$ cat src/acfg_defines.vh
// Constants for the converter sampling and assist configuration block.
// Overview of operation
// - Bit 4 of the assist register selects discharge (0) or precharge (1) before sampling.
// - Assist period code 0000 disables assist; 0011/0110/1001/1100/1111 charge 3/6/9/12/15 cycles.
// - The eight-bit hold sample time sets sampling from 12 to 252 converter clock cycles.
// - Each of three hold enable bits turns the dedicated sample-and-hold for one channel pair on.
// - For each of the two extended channels a select bit of 1 enables addition or averaging.
// - Group A and group B start trigger selectors are each seven bits wide.
// - Fourteen conversion-order registers, index 0 to 13, set the conversion sequence; the sequencer ignores them and steps channels 0 to 13 in order.
// - Sampling-state settings exist for channels 0 to 11, extended, temperature and other sources.
// - Unit 2 outputs a synchronous enable that paces D/A data updates away from conversions.
// - A restart channel select bit sits in the group priority control register.
// - A preempted group rescans from the first channel or from the unfinished channel; a C preempted by B, then B by A, resumes from B's saved channel.
// - A higher-priority group trigger stops a lower one; A ranks above B above C.
`ifndef ACFG_DEFINES_VH
`define ACFG_DEFINES_VH
`define ACFG_AW 6
`define ACFG_OFS_ASSIST 6'h00
`define ACFG_OFS_HOLD 6'h01
`define ACFG_OFS_ACCUM 6'h02
`define ACFG_OFS_TRIG 6'h03
`define ACFG_OFS_GPRIO 6'h04
`define ACFG_OFS_STATUS 6'h05
`define ACFG_OFS_ORDER0 6'h10
`define ACFG_OFS_SSTATE0 6'h20
`define ACFG_N_ORDER 14
`define ACFG_N_SSTATE 15
`define ACFG_RST_SSTATE 8'h0D
`define ACFG_RST_HOLDT 8'h0C
`define ACFG_HOLDT_MIN 8'h0C
`define ACFG_HOLDT_MAX 8'hFC
`define ACFG_ASSIST_MODE_BIT 4
`define ACFG_CONV_CYCLES 8'h10
`define ACFG_CHANS 5'h0E
`endif

$ cat src/acfg_ram.v
// Small register-read memory for order and sampling-state entries.
`timescale 1ns/1ns
module acfg_ram
(
	// Clock.
	input wire core_clk,
	// Write port.
	input wire wr_en,
	input wire [4:0] wr_addr,
	input wire [7:0] wr_data,
	// Read port.
	input wire [4:0] rd_addr,
	output reg [7:0] rd_data
);
	reg [7:0] mem [0:31];
	always @(posedge core_clk)
	begin
		if (wr_en)
			mem[wr_addr] <= wr_data;
		rd_data <= mem[rd_addr];
	end
endmodule

$ cat src/acfg_top.v
// Converter sampling, assist and group priority configuration with Avalon-MM slave.
//
// Implementation choices: the address map and register access over Avalon-MM.
`timescale 1ns/1ns
`include "acfg_defines.vh"
module acfg_top
(
	// Clock and reset.
	input wire core_clk,
	input wire srst,
	// Avalon-MM slave.
	input wire [5:0] avs_address,
	input wire avs_read,
	input wire avs_write,
	input wire [31:0] avs_writedata,
	output reg [31:0] avs_readdata,
	output reg avs_waitrequest,
	// Group triggers from the same clock domain.
	input wire trig_a,
	input wire trig_b,
	input wire trig_c,
	// Converter controls.
	output reg assist_active_ff,
	output reg assist_precharge_ff,
	output reg sampling_ff,
	output reg [2:0] hold_en_ff,
	output reg [1:0] accum_en_ff,
	output reg [6:0] trig_sel_a_ff,
	output reg [6:0] trig_sel_b_ff,
	output reg [1:0] active_group_ff,
	output reg [3:0] conv_channel_ff,
	output reg dac_sync_en_ff
);
	localparam ST_IDLE = 2'h0;
	localparam ST_ASSIST = 2'h1;
	localparam ST_SAMPLE = 2'h2;
	localparam ST_CONV = 2'h3;
	localparam GRP_NONE = 2'h0;
	localparam GRP_A = 2'h1;
	localparam GRP_B = 2'h2;
	localparam GRP_C = 2'h3;

	reg [4:0] assist_reg_ff;
	reg [7:0] hold_time_ff;
	reg restart_sel_ff;
	reg [1:0] state_ff;
	reg [7:0] cnt_ff;
	reg [3:0] resume_ch_ff;
	reg pend_b_ff;
	reg pend_c_ff;
	reg [1:0] rd_phase_ff;
	reg [31:0] nxt_rdata;
	wire [7:0] ram_q;
	wire [4:0] ram_waddr;
	wire ram_we;
	wire ord_hit;
	wire ss_hit;
	wire [7:0] hold_clamped;
	wire [3:0] assist_cycles;
	wire a_req;
	wire b_req;
	wire c_req;

	// Order entries occupy memory 0..13, sampling states 16..30.
	assign ord_hit = (avs_address >= `ACFG_OFS_ORDER0) &&
		(avs_address < `ACFG_OFS_ORDER0 + `ACFG_N_ORDER);
	assign ss_hit = (avs_address >= `ACFG_OFS_SSTATE0) &&
		(avs_address < `ACFG_OFS_SSTATE0 + `ACFG_N_SSTATE);
	assign ram_we = avs_write && (rd_phase_ff == 2'h0) && (ord_hit || ss_hit);
	assign ram_waddr = ord_hit ? {1'b0, avs_address[3:0]} : {1'b1, avs_address[3:0]};

	acfg_ram u_ram
	(
		.core_clk(core_clk),
		.wr_en(ram_we),
		.wr_addr(ram_waddr),
		.wr_data(avs_writedata[7:0]),
		.rd_addr(ram_waddr),
		.rd_data(ram_q)
	);

	assign hold_clamped = (hold_time_ff < `ACFG_HOLDT_MIN) ? `ACFG_HOLDT_MIN :
		(hold_time_ff > `ACFG_HOLDT_MAX) ? `ACFG_HOLDT_MAX : hold_time_ff;
	// period code decode
	// Listed codes equal their own cycle count; 0000 disables the assist.
	assign assist_cycles = assist_reg_ff[3:0];

	assign a_req = trig_a;
	assign b_req = trig_b || pend_b_ff;
	assign c_req = trig_c || pend_c_ff;

	// Reads take three wait cycles so memory data arrive from a register.
	always @*
	begin
		nxt_rdata = 32'h0000_0000;
		case (avs_address)
		`ACFG_OFS_ASSIST: nxt_rdata = {27'h000_0000, assist_reg_ff};
		`ACFG_OFS_HOLD: nxt_rdata = {21'h00_0000, hold_en_ff, hold_clamped};
		`ACFG_OFS_ACCUM: nxt_rdata = {30'h0000_0000, accum_en_ff};
		`ACFG_OFS_TRIG: nxt_rdata = {17'h0_0000, trig_sel_a_ff, 1'b0, trig_sel_b_ff};
		`ACFG_OFS_GPRIO: nxt_rdata = {31'h0000_0000, restart_sel_ff};
		`ACFG_OFS_STATUS: nxt_rdata = {22'h00_0000, state_ff, active_group_ff,
			conv_channel_ff, pend_b_ff, pend_c_ff};
		default: nxt_rdata = (ord_hit || ss_hit) ? {24'h00_0000, ram_q} : 32'h0000_0000;
		endcase
	end

	always @(posedge core_clk)
	begin
		if (srst)
		begin
			avs_waitrequest <= 1'b1;
			avs_readdata <= 32'h0000_0000;
			rd_phase_ff <= 2'h0;
			assist_reg_ff <= 5'h00;
			hold_time_ff <= `ACFG_RST_HOLDT;
			hold_en_ff <= 3'h0;
			accum_en_ff <= 2'h0;
			trig_sel_a_ff <= 7'h00;
			trig_sel_b_ff <= 7'h00;
			restart_sel_ff <= 1'b0;
		end
		else
		begin
			avs_waitrequest <= 1'b1;
			if ((avs_read || avs_write) && rd_phase_ff == 2'h0)
				rd_phase_ff <= 2'h1;
			else if (rd_phase_ff == 2'h1)
				rd_phase_ff <= 2'h2;
			else if (rd_phase_ff == 2'h2)
			begin
				avs_waitrequest <= 1'b0;
				avs_readdata <= avs_read ? nxt_rdata : avs_readdata;
				rd_phase_ff <= 2'h3;
			end
			else
				rd_phase_ff <= 2'h0;
			if (avs_write && rd_phase_ff == 2'h0)
			begin
				case (avs_address)
				`ACFG_OFS_ASSIST: assist_reg_ff <= avs_writedata[4:0];
				`ACFG_OFS_HOLD:
				begin
					hold_time_ff <= avs_writedata[7:0];
					hold_en_ff <= avs_writedata[10:8];
				end
				`ACFG_OFS_ACCUM: accum_en_ff <= avs_writedata[1:0];
				`ACFG_OFS_TRIG:
				begin
					trig_sel_b_ff <= avs_writedata[6:0];
					trig_sel_a_ff <= avs_writedata[14:8];
				end
				`ACFG_OFS_GPRIO: restart_sel_ff <= avs_writedata[0];
				default: ;
				endcase
			end
		end
	end

	// Scan sequencer: assist, sample, then a fixed conversion time per channel.
	always @(posedge core_clk)
	begin
		if (srst)
		begin
			state_ff <= ST_IDLE;
			cnt_ff <= 8'h00;
			active_group_ff <= GRP_NONE;
			conv_channel_ff <= 4'h0;
			resume_ch_ff <= 4'h0;
			pend_b_ff <= 1'b0;
			pend_c_ff <= 1'b0;
			assist_active_ff <= 1'b0;
			assist_precharge_ff <= 1'b0;
			sampling_ff <= 1'b0;
			dac_sync_en_ff <= 1'b0;
		end
		else
		begin
			dac_sync_en_ff <= (state_ff == ST_IDLE) || (state_ff == ST_CONV &&
				cnt_ff == 8'h01);
			// discharge or precharge
			// The mode follows the register so it is settled before any assist begins.
			assist_precharge_ff <= assist_reg_ff[`ACFG_ASSIST_MODE_BIT];
			if (a_req && active_group_ff != GRP_A)
			begin
				if (active_group_ff == GRP_B)
					pend_b_ff <= 1'b1;
				if (active_group_ff == GRP_C)
					pend_c_ff <= 1'b1;
				if (active_group_ff != GRP_NONE)
					resume_ch_ff <= restart_sel_ff ? conv_channel_ff : 4'h0;
				active_group_ff <= GRP_A;
				conv_channel_ff <= 4'h0;
				state_ff <= ST_IDLE;
			end
			else if (b_req && active_group_ff == GRP_C)
			begin
				pend_c_ff <= 1'b1;
				resume_ch_ff <= restart_sel_ff ? conv_channel_ff : 4'h0;
				active_group_ff <= GRP_B;
				conv_channel_ff <= 4'h0;
				state_ff <= ST_IDLE;
			end
			else
			begin
				case (state_ff)
				ST_IDLE:
				begin
					if (active_group_ff == GRP_NONE)
					begin
						if (b_req)
						begin
							active_group_ff <= GRP_B;
							pend_b_ff <= 1'b0;
							conv_channel_ff <= pend_b_ff ? resume_ch_ff : 4'h0;
						end
						else if (c_req)
						begin
							active_group_ff <= GRP_C;
							pend_c_ff <= 1'b0;
							conv_channel_ff <= pend_c_ff ? resume_ch_ff : 4'h0;
						end
					end
					else
					begin
						if (assist_cycles != 4'h0)
						begin
							state_ff <= ST_ASSIST;
							cnt_ff <= {4'h0, assist_cycles};
							assist_active_ff <= 1'b1;
						end
						else
						begin
							state_ff <= ST_SAMPLE;
							cnt_ff <= hold_clamped;
							sampling_ff <= 1'b1;
						end
					end
				end
				ST_ASSIST:
				begin
					if (cnt_ff == 8'h01)
					begin
						assist_active_ff <= 1'b0;
						state_ff <= ST_SAMPLE;
						cnt_ff <= hold_clamped;
						sampling_ff <= 1'b1;
					end
					else
						cnt_ff <= cnt_ff - 8'h01;
				end
				ST_SAMPLE:
				begin
					if (cnt_ff == 8'h01)
					begin
						sampling_ff <= 1'b0;
						state_ff <= ST_CONV;
						cnt_ff <= `ACFG_CONV_CYCLES;
					end
					else
						cnt_ff <= cnt_ff - 8'h01;
				end
				ST_CONV:
				begin
					if (cnt_ff == 8'h01)
					begin
						state_ff <= ST_IDLE;
						if ({1'b0, conv_channel_ff} == `ACFG_CHANS - 5'h01)
						begin
							conv_channel_ff <= 4'h0;
							active_group_ff <= GRP_NONE;
						end
						else
							conv_channel_ff <= conv_channel_ff + 4'h1;
					end
					else
						cnt_ff <= cnt_ff - 8'h01;
				end
				default: state_ff <= ST_IDLE;
				endcase
			end
		end
	end
endmodule

$ cat config.mk
export PLATFORM = sky130hd
export DESIGN_NAME = acfg_top
export DESIGN_NICKNAME = d
export VERILOG_FILES = /design/src/acfg_ram.v /design/src/acfg_top.v
export VERILOG_INCLUDE_DIRS = /design/src
export SDC_FILE = /design/constraint.sdc
export NUM_CORES = 1
export LEC_CHECK = 0
export BUFFER_PORTS_ARGS = -buffer_cell sky130_fd_sc_hd__buf_2
export CAP_MARGIN = 30
export CORE_MARGIN = 2
export CORE_UTILIZATION = 41
export DETAILED_ROUTE_END_ITERATION = 7
export GPL_TIMING_DRIVEN = 0
export PLACE_DENSITY = 0.62
export SETUP_SLACK_MARGIN = 0.1
export SLEW_MARGIN = 20
export SYNTH_ARGS = -nofsm -noshare
export SYNTH_HDL_FRONTEND = slang
export SYNTH_SLANG_ARGS = --single-unit
$ cat constraint.sdc
create_clock -name core_clk -period 3.2 [get_ports core_clk]
set_clock_uncertainty 0.2 [all_clocks]
set_input_delay 0.16 -clock core_clk [delete_from_list [all_inputs] [get_ports core_clk]]
set_output_delay 0.16 -clock core_clk [all_outputs]
set_load 0.01 [all_outputs]
==> impl_metrics.csv, run 1 <==
group,metric,value,unit
power,p_leak,0.00543,µW
worst_setup_path,timing.rr.start,"rd_phase_ff[0]",
grt,grt_max_degree,36,
finish,area_growth,17.1,%
grt,grt_usage,20.1,%
clocking,path_clk_slew,0.06,ns
logic_synthesis,synth.avg_cell_area,14.2,µm²
detailed_routing,drtIter0Drc,736,
worst_hold_path,hold_depth,3,
grt,grt_pass1_vias,8480,
worst_hold_path,hp-start,"avs_writedata[5]",
power,pwr_density_cell,640,nW/µm²
worst_setup_path,path_class,"reg -> reg",
finish,drive_above_1_share,21.5,%
grt,grt_pass1_wl,51500,µm
worst_hold_path,hp-class,"in -> reg",
detailed_routing,ant_nets,0,
timing,worst_pin_slew,0.861,ns
worst_setup_path,required,3.15,ns
die,start_util,41.7,%
timing,period_share,97.8,%
logic_synthesis,synthArstFlopShare,0,%
logic_synthesis,yosysWarnings,0,
worst_setup_path,crit_fanout,8,
worst_setup_path,arrival,3.08,ns
timing,setup_viol_count_final,0,
logic_synthesis,synth.distinct_cells,72,
worst_setup_path,regToRegEndpoint,"u_ram.mem[18][0]",
worst_hold_path,hold_end,"trig_sel_b_ff[5]",
timing,hold_ws,0.00429,ns
timing,relSlewSlack,42.6,%
worst_setup_path,critical_path.startpoint_type,"flop",
detailed_routing,post_drt_wl_per_cell,22.0,µm
die,die_area,34600,µm²
finish,finalInstanceArea,15900,µm²
logic_synthesis,yosysSeqAreaShare,65.6,%
timing,layout_min_cycle_time,3.13,ns
die,ios,107,
worst_setup_path,reg2regPathDepth,6,
detailed_routing,wirelength,34600,µm
clocking,htree_levels,2,
placement,post_dp_cell_area,14600,µm²
outcome,status,"complete, no violations",
placement,portBuffers,67,
grt,antenna_found_initial,0,
detailed_routing,drc,0,
detailed_routing,viasPerCell,5.56,
clocking,cts.sink_count,325,
die,die_x,186,µm
die,die_h,186,µm
timing,hold_violations,0,
logic_synthesis,synth-edff-count,240,
logic_synthesis,synth_seq_cells,325,
logic_synthesis,synthCells,959,
worst_setup_path,critPathCaptureType,"flop",
clocking,worst_skew_pair.late_latency,0.53,ns
placement,place_hpwl,22600,µm
clocking,post_cts_buffers,0,
timing,rsz0062_at_grt,"true",
power,ir_drop,0.511,mV
detailed_routing,first_pass_iters,5,
placement,gp_congestion,0.912,
timing,fmax,319,MHz
timing,slew_violations,0,
die,rows,66,
clocking,cts_buffers,35,
clocking,cts_buffer_depth,3,
clocking,tritoncts,"yes",
grt,grt_overflow,0,
logic_synthesis,synth_ff_type,"edfxtp_1",
detailed_routing,vias,8741,
job,max-cap-violations,0,
finish,layout.nets,1161,
finish,insertedDiodeCount,0,
die,core_area,32500,µm²
worst_setup_path,reg2reg_slack,0.07,ns
logic_synthesis,synth_area,13600,µm²
clocking,cts-root-buf,"clkbuf_16",
[metrics by stage]
stage / setup slack, ns / cells / utilization, % / total power [µW] / setup TNS (ns)
global route: -0.00795 / 1573 / 48.9 / 10600 / -0.0441
global placement: -0.425 / 1492 / 44.7 / 6360 / -23.41
finish: 0.0692 / 1573 / 48.9 / 10200 / 0
CTS: 0.181 / 1572 / 48.8 / 10200 / 0
detailed placement: -0.121 / 1493 / 44.9 / 6360 / -6.02
floorplan: 0.623 / 983 / - / 5930 / 0
[what timing repair did]
| action | CTS | global route |
|---|---|---|
| endpoints found under the hold margin | 57 | 0 |
| hold buffers | 17 | 0 |
| endpoints found under the setup margin | 0 | 111 |
| resized for setup | 0 | 8 |
[layout by cell type (no fill, tap or decap), types with 6 or more instances in the layout]
master | Yosys | routed
a2bb2oi_1 | 10 | 10
o31ai_1 | 8 | 8
a211oi_1 | 8 | 8
o21ai_0 | 19 | 19
nand3b_1 | 6 | 6
nor3_2 | 0 | 7
nand2b_1 | 11 | 11
clkbuf_1 | 32 | 41
mux4_2 | 56 | 56
nor2_1 | 70 | 65
clkinv_2 | 0 | 6
buf_4 | 18 | 18
clkinv_1 | 1 | 7
buf_2 | 17 | 85
nor3_1 | 25 | 16
dfxtp_1 | 85 | 85
edfxtp_1 | 240 | 240
or3_1 | 10 | 10
o32ai_1 | 13 | 13
clkbuf_16 | 0 | 35
nand2_1 | 98 | 98
a221oi_1 | 10 | 10
inv_1 | 10 | 10
a222oi_1 | 7 | 7
nand3_1 | 19 | 19
mux2i_1 | 27 | 27
dlygate4sd3_1 | 0 | 17
a21oi_1 | 59 | 59
nor2b_1 | 9 | 9
ha_1 | 10 | 10
conb_1 | 1 | 25
nor2_2 | 1 | 6
[critical path, cell delays in order (launching register included)]
cell and delay [ns]:
dfxtp_1 0.32, inv_1 0.10, ha_1 0.32, nand2_1 0.21, nor2b_1 0.29, nand3b_1 0.52
nor2_1 0.80
[power breakdown]
group          total [µW]  internal, µW  switching, µW
clock network        3840          2200           1630
registers            4720          4630           92.2
logic                1620           623            993
[logic make-up (layout without fill, tap and decap cells)]
family / Yosys count / in the layout / share of synthesized area (%)
AND/OR/NAND/NOR: 282 / 282 / 10.0
multiplexers: 86 / 86 / 11.5
adder cells (fa/ha/maj): 10 / 10 / 0.921
AO/OA/AOI/OAI: 167 / 167 / 8.64
buffers and inverters: 84 / 232 / 3.03
XOR/XNOR: 4 / 4 / 0.258
other: 1 / 25 / 0.0276
flip-flops: 325 / 325 / 65.6
[synthesized netlist by cell type, types with 8 or more instances]
library cell	count	area (µm²)
a221oi_1	10	87.6
edfxtp_1	240	7210
buf_2	17	85.1
mux2i_1	27	270
or3_1	10	62.6
o32ai_1	13	114
inv_1	10	37.5
o21ai_0	19	95.1
nor2b_1	9	56.3
dfxtp_1	85	1700
a211oi_1	8	60.1
nand3_1	19	95.1
nand2_1	98	368
mux4_2	56	1260
o31ai_1	8	60.1
ha_1	10	125
a2bb2oi_1	10	87.6
a21oi_1	59	295
nand2b_1	11	68.8
nor3_1	25	125
buf_4	18	135
nor2_1	70	263
clkbuf_1	32	120
[worst max-delay path by stage]
stage,slack (ns),from,to,cells after the start
after floorplan,0.62,avs_address[0],u_ram.mem[6][0],6
after global placement,-0.43,avs_address[0],u_ram.mem[6][2],6
after detailed placement,-0.12,avs_address[0],u_ram.mem[26][3],6
after CTS,0.18,rd_phase_ff[0],u_ram.mem[26][1],6
after global routing,-0.008,rd_phase_ff[0],u_ram.mem[19][6],6
final,0.07,rd_phase_ff[0],u_ram.mem[18][0],6
[final cells by class]
class | count | area (µm²)
Buffer | 73 | 370
Inverter | 11 | 41.3
Multi-Input combinational cell | 574 | 4420
Clock buffer | 44 | 910
Clock inverter | 18 | 179
Tap cell | 442 | 553
Sequential cell | 325 | 8910
Timing Repair Buffer | 86 | 515
Fill cell | 2891 | 16600
[flip-flops by register name, indices dropped and copies added (netlist names), 5 cells and up]
signal and flops:
trig_sel_a_ff 7, hold_time_ff 8, u_ram.rd_data 8, trig_sel_b_ff 7
cnt_ff 8, assist_reg_ff 5, u_ram.mem 240, avs_readdata 15
[per-layer routing]
layer	global-route usage (%)	up-vias	share of wire, %
met5	0	-	0
met4	6.08	0	2.5
met1	28.7	4356	44
met2	31.3	377	47
li1	-	3945	-
met3	3.66	63	7.3
(Power assumes the default switching activity.)
==> run 2, diff against run 1 <==
HOLD_SLACK_MARGIN = 0.06   (was not set)
==> run 2 against run 1 <==
- register-to-register slack hardly changed
- largest cell class unchanged
- cell area is 0.38% higher
- maximum frequency is 0.40% higher
- worst hold slack better by 0.091 ns
- non-clock buffer count is 6 higher
- critical endpoint is now u_ram.mem[26][0]
- global-route usage hardly changed
- critical path type unchanged
- setup slack better by 0.013 ns
- combinational power hardly changed
==> impl_metrics.csv, run 2 (synthesized netlist as in run 1, its figures left out) <==
group,metric,value,unit
clocking,htree_levels,2,
grt,antenna_found_initial,0,
worst_setup_path,critPathCaptureType,"flop",
outcome,status,"complete, no violations",
die,start_util,41.7,%
die,die_x,186,µm
finish,fillers,2886,
placement,portBuffers,67,
clocking,cts-root-buf,"clkbuf_16",
worst_setup_path,cp_slowest_cell,"nor2_1",
timing,fmax,321,MHz
clocking,cts.sink_count,325,
die,ios,107,
worst_setup_path,crit_fanout,8,
power,p_sw_share,26.7,%
finish,area_growth,17.5,%
worst_setup_path,arrival,3.07,ns
job,max-cap-violations,0,
finish,multiInputGateArea,4420,µm²
worst_setup_path,cp_cell_sequence,"inv_1 > ha_1 > nand2_1 > nor2b_1 > nand3b_1 > nor2_1",
worst_setup_path,critical_path.startpoint_type,"flop",
timing,setup_viol_count_final,0,
grt,grt_overflow,0,
detailed_routing,drtIter0Drc,770,
detailed_routing,drc,0,
timing,period_share,97.4,%
placement,post_dp_cell_area,14600,µm²
timing,slew_violations,0,
finish,layout_common_cells,"edfxtp_1 (240), nand2_1 (98), buf_2 (85), dfxtp_1 (85), nor2_1 (65)",
clocking,cts_buffer_depth,3,
finish,regMostFlops,"u_ram.mem",
placement,gp_congestion,0.912,
grt,grt_usage,20.1,%
die,die_h,186,µm
timing,layout_min_cycle_time,3.12,ns
power,p_int,7460,µW
worst_hold_path,hp-class,"in -> reg",
die,rows,66,
detailed_routing,post_drt_wl_per_cell,21.9,µm
worst_setup_path,path_class,"reg -> reg",
grt,grt_pass1_vias,8503,
power,p_switching,2720,µW
finish,largest_reg_flops,240,
grt,grt_pass1_wl,51600,µm
placement,place_hpwl,22600,µm
clocking,cts_buffers,35,
power,p_seq_share,46.4,%
detailed_routing,ant_nets,0,
detailed_routing,wirelength,34600,µm
grt,grt_max_degree,36,
detailed_routing,first_pass_iters,8,
die,core_area,32500,µm²
detailed_routing,vias,8740,
power,pwr_density_cell,638,nW/µm²
finish,drive_above_1_share,21.4,%
clocking,worst_skew_pair.late_latency,0.53,ns
finish,regArea,8910,µm²
finish,final_common_cell,"edfxtp_1",
power,clockPowerShare,37.7,%
worst_setup_path,required,3.15,ns
die,die_area,34600,µm²
finish,top_regs,"u_ram.mem (240), avs_readdata (15)",
finish,insertedDiodeCount,0,
clocking,tritoncts,"yes",
power,power.share.combinational,15.9,%
timing,worst_pin_slew,0.851,ns
worst_setup_path,critPathMaxStageDelay,0.80,ns
finish,final_util,49.0,%
finish,finalInstanceArea,16000,µm²
finish,layout.nets,1167,
power,p_leak,0.00545,µW
clocking,path_clk_slew,0.06,ns
timing,hold_violations,0,
timing,relSlewSlack,43.3,%
detailed_routing,viasPerCell,5.54,
power,ir_drop,0.511,mV
timing,rsz0062_at_grt,"true",
==> run 2: cell count changes in the layout (fill, tap and decap cells not counted), sizes merged <==
| cell | previous run | this run |
|---|---|---|
| dlygate4sd3 | 17 | 23 |
==> run 2: through the flow <==
stage	worst slack, ns	power (µW)	std cells	setup TNS [ns]	hold slack (ns)
floorplan	0.623	5930	983	0	0.0589
global placement	-0.425	6360	1492	-23.41	0.203
detailed placement	-0.121	6360	1493	-6.02	0.214
CTS	0.181	10200	1578	0	0.0684
global route	-0.00795	10600	1579	-0.0441	0.137
finish	0.0817	10200	1579	0	0.0952
==> run 2: area by class of cell <==
cell class | instances | area share [%]
Sequential cell | 325 | 55.8
Multi-Input combinational cell | 574 | 27.7
Clock buffer | 44 | 5.70
Timing Repair Buffer | 92 | 3.61
Tap cell | 442 | 3.47
Buffer | 73 | 2.32
Clock inverter | 18 | 1.12
Inverter | 11 | 0.259
==> run 2: repair_timing <==
action | in CTS | in global routing
gates resized for setup | 0 | 8
setup endpoints to repair | 0 | 111
hold endpoints to repair | 247 | 0
buffers inserted | 0 | 0
hold buffers | 23 | 0
==> run 2: worst paths after layout <==
path / from / end / slack [ns] / cells after the start
max: rd_phase_ff[0] / u_ram.mem[26][0] / 0.08 / 6
min reg2reg: resume_ch_ff[3] / resume_ch_ff[3] / 0.25 / 2
min: avs_address[3] / avs_readdata[1] / 0.1 / 4
max reg2reg: rd_phase_ff[0] / u_ram.mem[26][0] / 0.08 / 6
==> run 2: critical path, delay by kind of cell (launching register included) <==
kind / cells / cell delay, ns
AND/OR/NAND/NOR: 4 / 1.83
flip-flops: 1 / 0.32
adder cells (fa/ha/maj): 1 / 0.32
buffers and inverters: 1 / 0.10
==> run 2: power by group through the flow <==
| stage | logic, µW | clock network (µW) | registers (µW) |
|---|---|---|---|
| floorplan | 1130 | 0 | 4800 |
| global placement | 1550 | 0 | 4810 |
| detailed placement | 1560 | 0 | 4810 |
| CTS | 1590 | 3900 | 4720 |
| global route | 1770 | 4080 | 4730 |
| finish | 1620 | 3840 | 4720 |
==> run 2: routing by layer <==
layer  vias to the layer above  global-route usage, %  routed length, µm
met5                         -                      0                  0
met4                         0                   6.08                829
met3                        56                   3.66               2430
met2                       345                   31.4              16100
met1                      4378                   28.7              15300
li1                       3961                      -                  -
